### src/rtl/mp_audio_pkg.sv
// Shared constants and types of the multipurpose audio and general input port.
// Assumes a 32-bit APB register bus with byte addresses and word-aligned registers.
package mp_audio_pkg;

  // ----------------------------------------------------------------
  // Register map
  // ----------------------------------------------------------------
  localparam logic [7:0]  OFF_CTRL    = 8'h00;
  localparam logic [7:0]  OFF_DIV_IN  = 8'h04;
  localparam logic [7:0]  OFF_DIV_OUT = 8'h08;
  localparam logic [7:0]  OFF_ROUTE   = 8'h0C;
  localparam logic [7:0]  OFF_STATUS  = 8'h10;
  localparam logic [7:0]  OFF_GPI     = 8'h14;
  localparam logic [2:0]  WIN_TX      = 3'h1;
  localparam logic [2:0]  WIN_RX      = 3'h2;
  localparam logic [31:0] CTRL_MASK   = 32'h0000_007F;
  localparam logic [31:0] RST_CTRL    = 32'h0000_0000;
  localparam logic [15:0] RST_DIV     = 16'h0001;
  localparam logic [15:0] RST_ROUTE   = 16'hE4E4;
  localparam int          ST_RX_READY = 0;
  localparam int          ST_TX_TAKEN = 1;

  // ----------------------------------------------------------------
  // Stream geometry and pin positions
  // ----------------------------------------------------------------
  localparam int         LINES       = 4;
  localparam logic [5:0] LIMIT_PCM   = 6'h3F;
  localparam logic [5:0] LIMIT_PDM   = 6'h1F;
  localparam logic [5:0] CNT_IDLE    = 6'h3F;
  localparam int         PIN_BCK_IN  = 5;
  localparam int         PIN_BCK_OUT = 4;
  localparam int         SY_GENERAL_INPUT_ZERO     = 6;
  localparam int         SY_BUS      = 7;
  localparam int         SY_MCLK     = 8;
  localparam int         SY_FRAME    = 9;

  typedef enum logic [2:0] {
    MODE_GPI, MODE_PDM_IN, MODE_PDM_OUT, MODE_PDM_MIX, MODE_PCM_IN, MODE_PCM_OUT
  } mode_t;

  typedef struct packed {
    logic [24:0] unused;
    logic        out_run;
    logic        in_run;
    logic        mclk_src;
    logic        dual_edge;
    logic [2:0]  mode;
  } ctrl_t;

  typedef struct packed {
    logic [5:0] level;
    logic [5:0] enable;
  } pin_drive_t;

endpackage

### src/rtl/bit_clock_gen.sv
// Bit clock generator: toggles its clock every half_div ticks of a source.
// Assumes src_tick is a one-cycle pulse on the CLK domain.
`timescale 1ns/100ps
module bit_clock_gen #(
  parameter int DIV_W = 16
) (
  // Clock and reset
  input  wire logic             clk,
  input  wire logic             srst,
  // Control
  input  wire logic             run,
  input  wire logic             src_tick,
  input  wire logic [DIV_W-1:0] half_div,
  // Clock and edge events
  output logic                  bclk,
  output logic                  will_rise,
  output logic                  will_fall,
  output logic                  rose,
  output logic                  fell
);

  logic [DIV_W-1:0] cnt;
  logic [DIV_W-1:0] next_cnt;
  logic             next_bclk;
  logic             at_end;

  // A divider of zero behaves as one, so the clock never stalls while running.
  assign at_end = ({1'b0, cnt} + 1'b1) >= {1'b0, half_div};

  always_comb begin
    next_cnt  = cnt;
    next_bclk = bclk;
    will_rise = 1'b0;
    will_fall = 1'b0;
    if (!run) begin
      next_cnt  = '0;
      next_bclk = 1'b0;
    end else if (src_tick) begin
      if (at_end) begin
        next_cnt  = '0;
        next_bclk = ~bclk;
        will_rise = ~bclk;
        will_fall = bclk;
      end else begin
        next_cnt = cnt + 1'b1;
      end
    end
  end

  always_ff @(posedge clk) begin
    if (srst) begin
      cnt  <= '0;
      bclk <= 1'b0;
      rose <= 1'b0;
      fell <= 1'b0;
    end else begin
      cnt  <= next_cnt;
      bclk <= next_bclk;
      rose <= will_rise;
      fell <= will_fall;
    end
  end

endmodule

### src/rtl/density_router.sv
// One data router: picks one of the stream lines for a single line position.
// Assumes the selector is held steady by a register.
`timescale 1ns/100ps
module density_router #(
  parameter int N = 4
) (
  // Candidate lines and choice
  input  wire logic [N-1:0]         lines,
  input  wire logic [$clog2(N)-1:0] sel,
  // Chosen line
  output logic                      pick
);

  assign pick = lines[sel];

endmodule

### src/rtl/multipurpose_audio_gpi_port.sv
// Multipurpose port: frame-sampled general inputs, or a master serial audio port.
// Assumes a 100 MHz CLK; all pin and clock-source inputs are asynchronous.
//
// Local design decisions: register access over APB and the register addresses.
`timescale 1ns/100ps
module multipurpose_audio_gpi_port
  import mp_audio_pkg::*;
(
  // Clock and reset
  input  wire logic        CLK,
  input  wire logic        SRST,
  // APB register bus
  input  wire logic        PSEL,
  input  wire logic        PENABLE,
  input  wire logic        PWRITE,
  input  wire logic [7:0]  PADDR,
  input  wire logic [31:0] PWDATA,
  output logic      [31:0] PRDATA,
  output logic             PREADY,
  output logic             PSLVERR,
  // Clock sources
  input  wire logic        BUS_CLK_IN,
  input  wire logic        AUDIO_MCLK_IN,
  // Bus frame marker
  input  wire logic        FRAME_START,
  // General input zero and multipurpose pins
  input  wire logic        GENERAL_INPUT_ZERO,
  input  wire logic [5:0]  MP_PIN_IN,
  output logic      [5:0]  MP_PIN_OUT,
  output logic      [5:0]  MP_PIN_OE,
  // Captured frame state
  output logic      [6:0]  GPI_SAMPLE,
  output logic             GPI_STROBE
);

  // ----------------------------------------------------------------
  // Helpers
  // ----------------------------------------------------------------
  function automatic mode_t decode_mode(input logic [2:0] f);
    unique case (f)
      3'h0:    decode_mode = MODE_GPI;
      3'h1:    decode_mode = MODE_PDM_IN;
      3'h2:    decode_mode = MODE_PDM_OUT;
      3'h3:    decode_mode = MODE_PDM_MIX;
      3'h4:    decode_mode = MODE_PCM_IN;
      3'h5:    decode_mode = MODE_PCM_OUT;
      default: decode_mode = MODE_GPI;
    endcase
  endfunction

  function automatic logic is_mapped(input logic [7:0] a);
    is_mapped = (a[1:0] == 2'h0) &&
                (a[7:5] == WIN_TX || a[7:5] == WIN_RX || a <= OFF_GPI);
  endfunction

  // ----------------------------------------------------------------
  // Input synchronisers
  // ----------------------------------------------------------------
  logic [9:0] sync1;
  logic [9:0] sync2;
  logic [9:0] sync3;

  always_ff @(posedge CLK) begin
    if (SRST) begin
      sync1 <= '0;
      sync2 <= '0;
      sync3 <= '0;
    end else begin
      sync1 <= {FRAME_START, AUDIO_MCLK_IN, BUS_CLK_IN, GENERAL_INPUT_ZERO, MP_PIN_IN};
      sync2 <= sync1;
      sync3 <= sync2;
    end
  end

  // ----------------------------------------------------------------
  // State
  // ----------------------------------------------------------------
  ctrl_t       ctrl, next_ctrl;
  logic [15:0] div_in, next_div_in;
  logic [15:0] div_out, next_div_out;
  logic [15:0] route, next_route;
  logic [1:0]  flags, next_flags;
  logic [6:0]  gpi_cap, next_gpi_cap;
  logic [15:0] frame_cnt, next_frame_cnt;
  logic        gpi_strobe, next_gpi_strobe;
  logic [5:0]  cnt_in, next_cnt_in;
  logic [5:0]  cnt_out, next_cnt_out;
  logic [3:0]  tx_bit, next_tx_bit;
  logic [31:0] prdata, next_prdata;
  pin_drive_t  drive, next_drive;
  logic [31:0] tx_word [8];
  logic [31:0] next_tx_word [8];
  logic [31:0] rx_word [8];
  logic [31:0] next_rx_word [8];
  logic [31:0] rx_shift [8];
  logic [31:0] next_rx_shift [8];

  mode_t      mode;
  logic       pcm, dual, run_in, run_out, src_tick;
  logic       bclk_i, wrise_i, wfall_i, rose_i, fell_i;
  logic       bclk_o, wrise_o, wfall_o, rose_o, fell_o;
  logic [5:0] limit;
  logic [3:0] line_out, line_oclk, line_rose, line_fell, rx_pick, tx_pick;
  logic [5:0] line_cnt [4];
  logic       wr, set_ready, set_taken;
  logic [1:0] clr;

  // ----------------------------------------------------------------
  // Mode decode and clock generation
  // ----------------------------------------------------------------
  assign mode  = decode_mode(ctrl.mode);
  assign pcm   = (mode == MODE_PCM_IN) || (mode == MODE_PCM_OUT);
  assign dual  = ctrl.dual_edge && !pcm;
  assign limit = pcm ? LIMIT_PCM : LIMIT_PDM;
  // The sample format borrows the input-side generator for its bit clock.
  assign run_in  = ctrl.in_run && (mode != MODE_GPI) && (mode != MODE_PDM_OUT);
  assign run_out = ctrl.out_run && (mode == MODE_PDM_OUT || mode == MODE_PDM_MIX);
  assign src_tick = ctrl.mclk_src ? (sync2[SY_MCLK] && !sync3[SY_MCLK])
                                  : (sync2[SY_BUS] && !sync3[SY_BUS]);

  bit_clock_gen #(.DIV_W(16)) u_gen_in (
    .clk      (CLK),
    .srst     (SRST),
    .run      (run_in),
    .src_tick (src_tick),
    .half_div (div_in),
    .bclk     (bclk_i),
    .will_rise(wrise_i),
    .will_fall(wfall_i),
    .rose     (rose_i),
    .fell     (fell_i)
  );

  bit_clock_gen #(.DIV_W(16)) u_gen_out (
    .clk      (CLK),
    .srst     (SRST),
    .run      (run_out),
    .src_tick (src_tick),
    .half_div (div_out),
    .bclk     (bclk_o),
    .will_rise(wrise_o),
    .will_fall(wfall_o),
    .rose     (rose_o),
    .fell     (fell_o)
  );

  // ----------------------------------------------------------------
  // Per-line timing and routers
  // ----------------------------------------------------------------
  always_comb begin
    for (int l = 0; l < LINES; l++) begin
      line_out[l]  = (mode == MODE_PDM_OUT) || (mode == MODE_PCM_OUT) ||
                     (mode == MODE_PDM_MIX && l >= 2);
      line_oclk[l] = (mode == MODE_PDM_OUT) || (mode == MODE_PDM_MIX && l >= 2);
      line_rose[l] = line_oclk[l] ? rose_o : rose_i;
      line_fell[l] = line_oclk[l] ? fell_o : fell_i;
      line_cnt[l]  = line_oclk[l] ? cnt_out : cnt_in;
    end
  end

  for (genvar g = 0; g < LINES; g++) begin : g_route
    density_router #(.N(LINES)) u_rt_in (
      .lines(sync2[3:0]),
      .sel  (route[2*g+1:2*g]),
      .pick (rx_pick[g])
    );
    density_router #(.N(LINES)) u_rt_out (
      .lines(tx_bit),
      .sel  (route[2*g+9:2*g+8]),
      .pick (tx_pick[g])
    );
  end

  // ----------------------------------------------------------------
  // Next state
  // ----------------------------------------------------------------
  assign wr  = PSEL && PENABLE && PWRITE && is_mapped(PADDR);
  assign clr = (wr && PADDR == OFF_STATUS) ? PWDATA[1:0] : 2'h0;

  always_comb begin
    next_ctrl       = ctrl;
    next_div_in     = div_in;
    next_div_out    = div_out;
    next_route      = route;
    next_gpi_cap    = gpi_cap;
    next_frame_cnt  = frame_cnt;
    next_gpi_strobe = 1'b0;
    next_tx_bit     = tx_bit;
    next_tx_word    = tx_word;
    next_rx_word    = rx_word;
    next_rx_shift   = rx_shift;
    set_ready       = 1'b0;
    set_taken       = 1'b0;
    next_prdata     = prdata;

    // Bit counters advance with the clock fall, so the word clock moves with it.
    if (!run_in) begin
      next_cnt_in = CNT_IDLE;
    end else if (wfall_i) begin
      next_cnt_in = (cnt_in == limit) ? 6'h00 : cnt_in + 6'h01;
    end else begin
      next_cnt_in = cnt_in;
    end
    if (!run_out) begin
      next_cnt_out = CNT_IDLE;
    end else if (wfall_o) begin
      next_cnt_out = (cnt_out == limit) ? 6'h00 : cnt_out + 6'h01;
    end else begin
      next_cnt_out = cnt_out;
    end

    for (int l = 0; l < LINES; l++) begin
      if (mode == MODE_GPI) begin
        next_tx_bit[l] = 1'b0;
      end else if (line_out[l]) begin
        if (line_fell[l]) begin
          next_tx_bit[l] = tx_word[(pcm && line_cnt[l][5]) ? 2*l+1 : 2*l][~line_cnt[l][4:0]];
        end
        if (line_rose[l] && dual) begin
          next_tx_bit[l] = tx_word[2*l+1][~line_cnt[l][4:0]];
        end
        if (line_fell[l] && line_cnt[l] == 6'h00) begin
          set_taken = 1'b1;
        end
      end else begin
        if (line_rose[l]) begin
          if (pcm && line_cnt[l][5]) begin
            next_rx_shift[2*l+1] = {rx_shift[2*l+1][30:0], rx_pick[l]};
          end else begin
            next_rx_shift[2*l] = {rx_shift[2*l][30:0], rx_pick[l]};
          end
        end
        if (line_fell[l] && dual) begin
          next_rx_shift[2*l+1] = {rx_shift[2*l+1][30:0], rx_pick[l]};
        end
        if (line_fell[l] && line_cnt[l] == 6'h00) begin
          next_rx_word[2*l]   = next_rx_shift[2*l];
          next_rx_word[2*l+1] = next_rx_shift[2*l+1];
          set_ready           = 1'b1;
        end
      end
    end

    // A frame start stores the inputs together with the frame count.
    if (sync2[SY_FRAME] && !sync3[SY_FRAME]) begin
      next_gpi_cap    = {sync2[5:0], sync2[SY_GENERAL_INPUT_ZERO]};
      next_frame_cnt  = frame_cnt + 16'h0001;
      next_gpi_strobe = 1'b1;
    end

    // Hardware events win over a clear in the same cycle.
    next_flags = (flags & ~clr) | {set_taken, set_ready};

    if (wr) begin
      if (PADDR == OFF_CTRL) begin
        next_ctrl = ctrl_t'(PWDATA & CTRL_MASK);
      end
      if (PADDR == OFF_DIV_IN) begin
        next_div_in = PWDATA[15:0];
      end
      if (PADDR == OFF_DIV_OUT) begin
        next_div_out = PWDATA[15:0];
      end
      if (PADDR == OFF_ROUTE) begin
        next_route = PWDATA[15:0];
      end
      if (PADDR[7:5] == WIN_TX) begin
        next_tx_word[PADDR[4:2]] = PWDATA;
      end
    end

    if (PSEL && !PENABLE) begin
      if (PADDR[7:5] == WIN_TX) begin
        next_prdata = tx_word[PADDR[4:2]];
      end else if (PADDR[7:5] == WIN_RX) begin
        next_prdata = rx_word[PADDR[4:2]];
      end else begin
        case (PADDR)
          OFF_CTRL:    next_prdata = ctrl;
          OFF_DIV_IN:  next_prdata = {16'h0000, div_in};
          OFF_DIV_OUT: next_prdata = {16'h0000, div_out};
          OFF_ROUTE:   next_prdata = {16'h0000, route};
          OFF_STATUS:  next_prdata = {19'h0_0000, bclk_o, bclk_i, ctrl.mode, 6'h00, flags};
          OFF_GPI:     next_prdata = {frame_cnt, 9'h000, gpi_cap};
          default:     next_prdata = 32'h0000_0000;
        endcase
      end
    end

    // Pins stay inputs in general mode; both clock pins drive in every audio mode.
    next_drive.level[PIN_BCK_IN]  = bclk_i;
    next_drive.level[PIN_BCK_OUT] = pcm ? (run_in && (fell_i ? cnt_in[5] : drive.level[PIN_BCK_OUT]))
                                        : bclk_o;
    next_drive.level[3:0]         = tx_pick;
    next_drive.enable             = (mode == MODE_GPI) ? 6'h00 : {2'b11, line_out};
  end

  // ----------------------------------------------------------------
  // Registers
  // ----------------------------------------------------------------
  always_ff @(posedge CLK) begin
    if (SRST) begin
      ctrl       <= ctrl_t'(RST_CTRL);
      div_in     <= RST_DIV;
      div_out    <= RST_DIV;
      route      <= RST_ROUTE;
      flags      <= 2'h0;
      gpi_cap    <= 7'h00;
      frame_cnt  <= 16'h0000;
      gpi_strobe <= 1'b0;
      cnt_in     <= CNT_IDLE;
      cnt_out    <= CNT_IDLE;
      tx_bit     <= 4'h0;
      prdata     <= 32'h0000_0000;
      drive      <= '0;
      for (int i = 0; i < 8; i++) begin
        tx_word[i]  <= 32'h0000_0000;
        rx_word[i]  <= 32'h0000_0000;
        rx_shift[i] <= 32'h0000_0000;
      end
    end else begin
      ctrl       <= next_ctrl;
      div_in     <= next_div_in;
      div_out    <= next_div_out;
      route      <= next_route;
      flags      <= next_flags;
      gpi_cap    <= next_gpi_cap;
      frame_cnt  <= next_frame_cnt;
      gpi_strobe <= next_gpi_strobe;
      cnt_in     <= next_cnt_in;
      cnt_out    <= next_cnt_out;
      tx_bit     <= next_tx_bit;
      prdata     <= next_prdata;
      drive      <= next_drive;
      tx_word    <= next_tx_word;
      rx_word    <= next_rx_word;
      rx_shift   <= next_rx_shift;
    end
  end

  assign PRDATA     = prdata;
  assign PREADY     = 1'b1;
  assign PSLVERR    = PSEL && PENABLE && !is_mapped(PADDR);
  assign MP_PIN_OUT = drive.level;
  assign MP_PIN_OE  = drive.enable;
  assign GPI_SAMPLE = gpi_cap;
  assign GPI_STROBE = gpi_strobe;

endmodule

### config.mk
export PLATFORM = sky130hd
export DESIGN_NAME = multipurpose_audio_gpi_port
export DESIGN_NICKNAME = d
export VERILOG_FILES = /design/src/rtl/mp_audio_pkg.sv /design/src/rtl/bit_clock_gen.sv /design/src/rtl/density_router.sv /design/src/rtl/multipurpose_audio_gpi_port.sv
export SDC_FILE = /design/constraint.sdc
export NUM_CORES = 2
export LEC_CHECK = 0
export BUFFER_PORTS_ARGS = -buffer_cell sky130_fd_sc_hd__buf_2
export CAP_MARGIN = 20
export CORE_MARGIN = 8
export CORE_UTILIZATION = 30
export CTS_CLUSTER_DIAMETER = 60
export DETAILED_ROUTE_END_ITERATION = 7
export SYNTH_ARGS = -nofsm -noshare
export SYNTH_HDL_FRONTEND = slang
export SYNTH_HIERARCHICAL = 1
export SYNTH_SLANG_ARGS = --single-unit
### constraint.sdc
create_clock -name CLK -period 4.7 [get_ports CLK]
set_input_delay 1.175 -clock CLK [delete_from_list [all_inputs] [get_ports CLK]]
set_output_delay 1.175 -clock CLK [all_outputs]
set_load 0.005 [all_outputs]
==> out/qor.yml <==
leakagePower_uw: 0.0166
gp_congestion: 0.940
die-area_um2: 164000
ant_nets: 0
cp-end-kind: "flip-flop"
grt_setup_unrepaired: "false"
via_count: 38100
grt_use_met2_pct: 26.3
worst_ep_arrival_time_ns: 4.62
hold_viol_final: 0
viasPerCell: 5.27
drc: 0
clk_latency_ns: 0.70
cts_setup_buffers: 0
grt_pass1_wl_um: 222000
dpl.hpwl_um: 98600
cts_root_buffer: "clkbuf_16"
yosysWarnings: 6
cts.clk_slew.worst_paths_ns: 0.06
layout_common_cells: "nand2_1, dfxtp_1, a21oi_1, mux2i_1, nor2_1"
combPwrFrac_pct: 3.1
fp.dieW_um: 404
post-place-ws_ns: 0.471
syn_area_um2: 45300
seqPwrFrac_pct: 46.7
worstSetupPathType: "flip-flop to flip-flop"
skew_ns: 0.0318
synth.avg_cell_area_um2: 8.65
first_pass_iters: 6
track_usage_pct: 17.0
ctsResizeCount: 0
ir_drop_v: 0.000342
slew_headroom_pct: 29.5
power_frac_clock_pct: 50.1
drtIter0Drc: 3986
maxSlewViolCount: 0
synth_cells: 5232
htreeDepth: 3
worst_slack_ns: 0.626
internal_power_uw: 13700
setup_viol: 0
core_area_um2: 150000
wl_per_cell_um: 20.1
busiest_layer: "met2"
cts_buffers: 105
cts_tree: "done"
drive_gt1_share_pct: 12.1
synth_nets: 5324
startpoint_type: "flip-flop"
use_met1_pct: 23.5
min_period_over_period_pct: 86.7
p_sw_uw: 3970
period_needed_ns: 4.07
outcome: "completed"
finalSetupTns_ns: 0
syn2layout_area_growth_pct: 13.7
crit_fanout: 5
clock_sinks: 967
p_per_area_nw_per_um2: 343
worst_ep_required_time_ns: 5.25
postRouteWirelength_um: 145000
postCtsHoldBufs: 0
cts_buffer_depth: 3
hold_path_class: "flip-flop to flip-flop"
worst_slew_pin_slew_ns: 1.05
final.fill_count: 15200
max_freq_mhz: 245
switching_share_pct: 22.5
first_global_vias: 35400
io_pins: 109
drv_cap: 0
r2r_setup_slack_ns: 0.63
die_y_um: 404
use_met3_pct: 3.42
antenna_found_initial: 8
utilization_pct: 34.4
port_buffers: 107
overflow: 0
grt_max_degree: 180
nets: 5206
layout_commonest_cell: "nand2_1"
rows: 142
initial_core_util_pct: 30.2
## power groups by stage
stage	logic [µW]	clock network (µW)	registers (µW)
floorplan	333	0	8420
detailed placement	550	0	8430
CTS	551	9010	8240
global route	583	9370	8240
global placement	550	0	8430
finish	554	8850	8250
## metrics by stage
| step | power, µW | instances | instance area [µm²] | hold WS (ns) |
|---|---|---|---|---|
| after floorplan | 8750 | 5232 | 45300 | 0.406 |
| after global placement | 8980 | 7022 | 47700 | 0.421 |
| after detailed placement | 8980 | 7023 | 47700 | 0.426 |
| after CTS | 17800 | 7219 | 51500 | 0.438 |
| after global routing | 18200 | 7221 | 51500 | 0.440 |
| final | 17600 | 7222 | 51500 | 0.433 |
## critical path, cell delays in order, from the launching register on
cell and delay (ns):
dfxtp_1 0.40, ha_1 0.26, nand3_1 0.16, or3_1 0.48
nor2_1 0.17, xnor2_1 0.12, ha_1 0.32, nand3_1 0.10
nor3_1 0.38, o311ai_2 0.23, a41o_1 0.31, nor3_1 0.18
buf_4 0.18, nand4_1 0.12, nor3b_1 0.33, o21ai_0 0.16
## state kept, by name, summed over array words and instances (netlist names), 3 cells and up
| register | count |
|---|---|
| sync2 | 10 |
| MP_PIN_OE | 3 |
| ctrl | 7 |
| sync1 | 10 |
| frame_cnt | 16 |
| rx_shift | 256 |
| tx_word | 256 |
| div_out | 16 |
| u_gen_out/cnt | 16 |
| GPI_SAMPLE | 7 |
| cnt_in | 6 |
| route | 16 |
| PRDATA | 32 |
| tx_bit | 4 |
| cnt_out | 6 |
| div_in | 16 |
| u_gen_in/cnt | 16 |
| MP_PIN_OUT | 6 |
| sync3 | 3 |
| rx_word | 256 |
## final timing paths
check / start / end / cells past startpoint
min reg2reg: sync3[9] / GPI_STROBE / 1
max reg2reg: u_gen_out/cnt[0] / cnt_out[5] / 15
max: u_gen_out/cnt[0] / cnt_out[5] / 15
min: sync3[9] / GPI_STROBE / 1
## routing by layer
| layer | routed length [µm] | part of all wire, % |
|---|---|---|
| met1 | 65100 | 45 |
| met2 | 64400 | 44 |
| met3 | 10600 | 7.3 |
| met4 | 5120 | 3.5 |
| met5 | 27 | 0.019 |
## layout make-up
cell class	count	area, µm²	share of cell area (%)
multi-input cells	3754	23900	46.5
flip-flops and latches	967	19400	37.6
clock buffers	149	3050	5.92
well taps	2016	2520	4.90
repair buffers	226	1720	3.35
clock inverters	47	673	1.31
inverters	60	228	0.442
diodes	3	7.51	0.0146
Note: power is estimated with default switching activity, not from simulation.
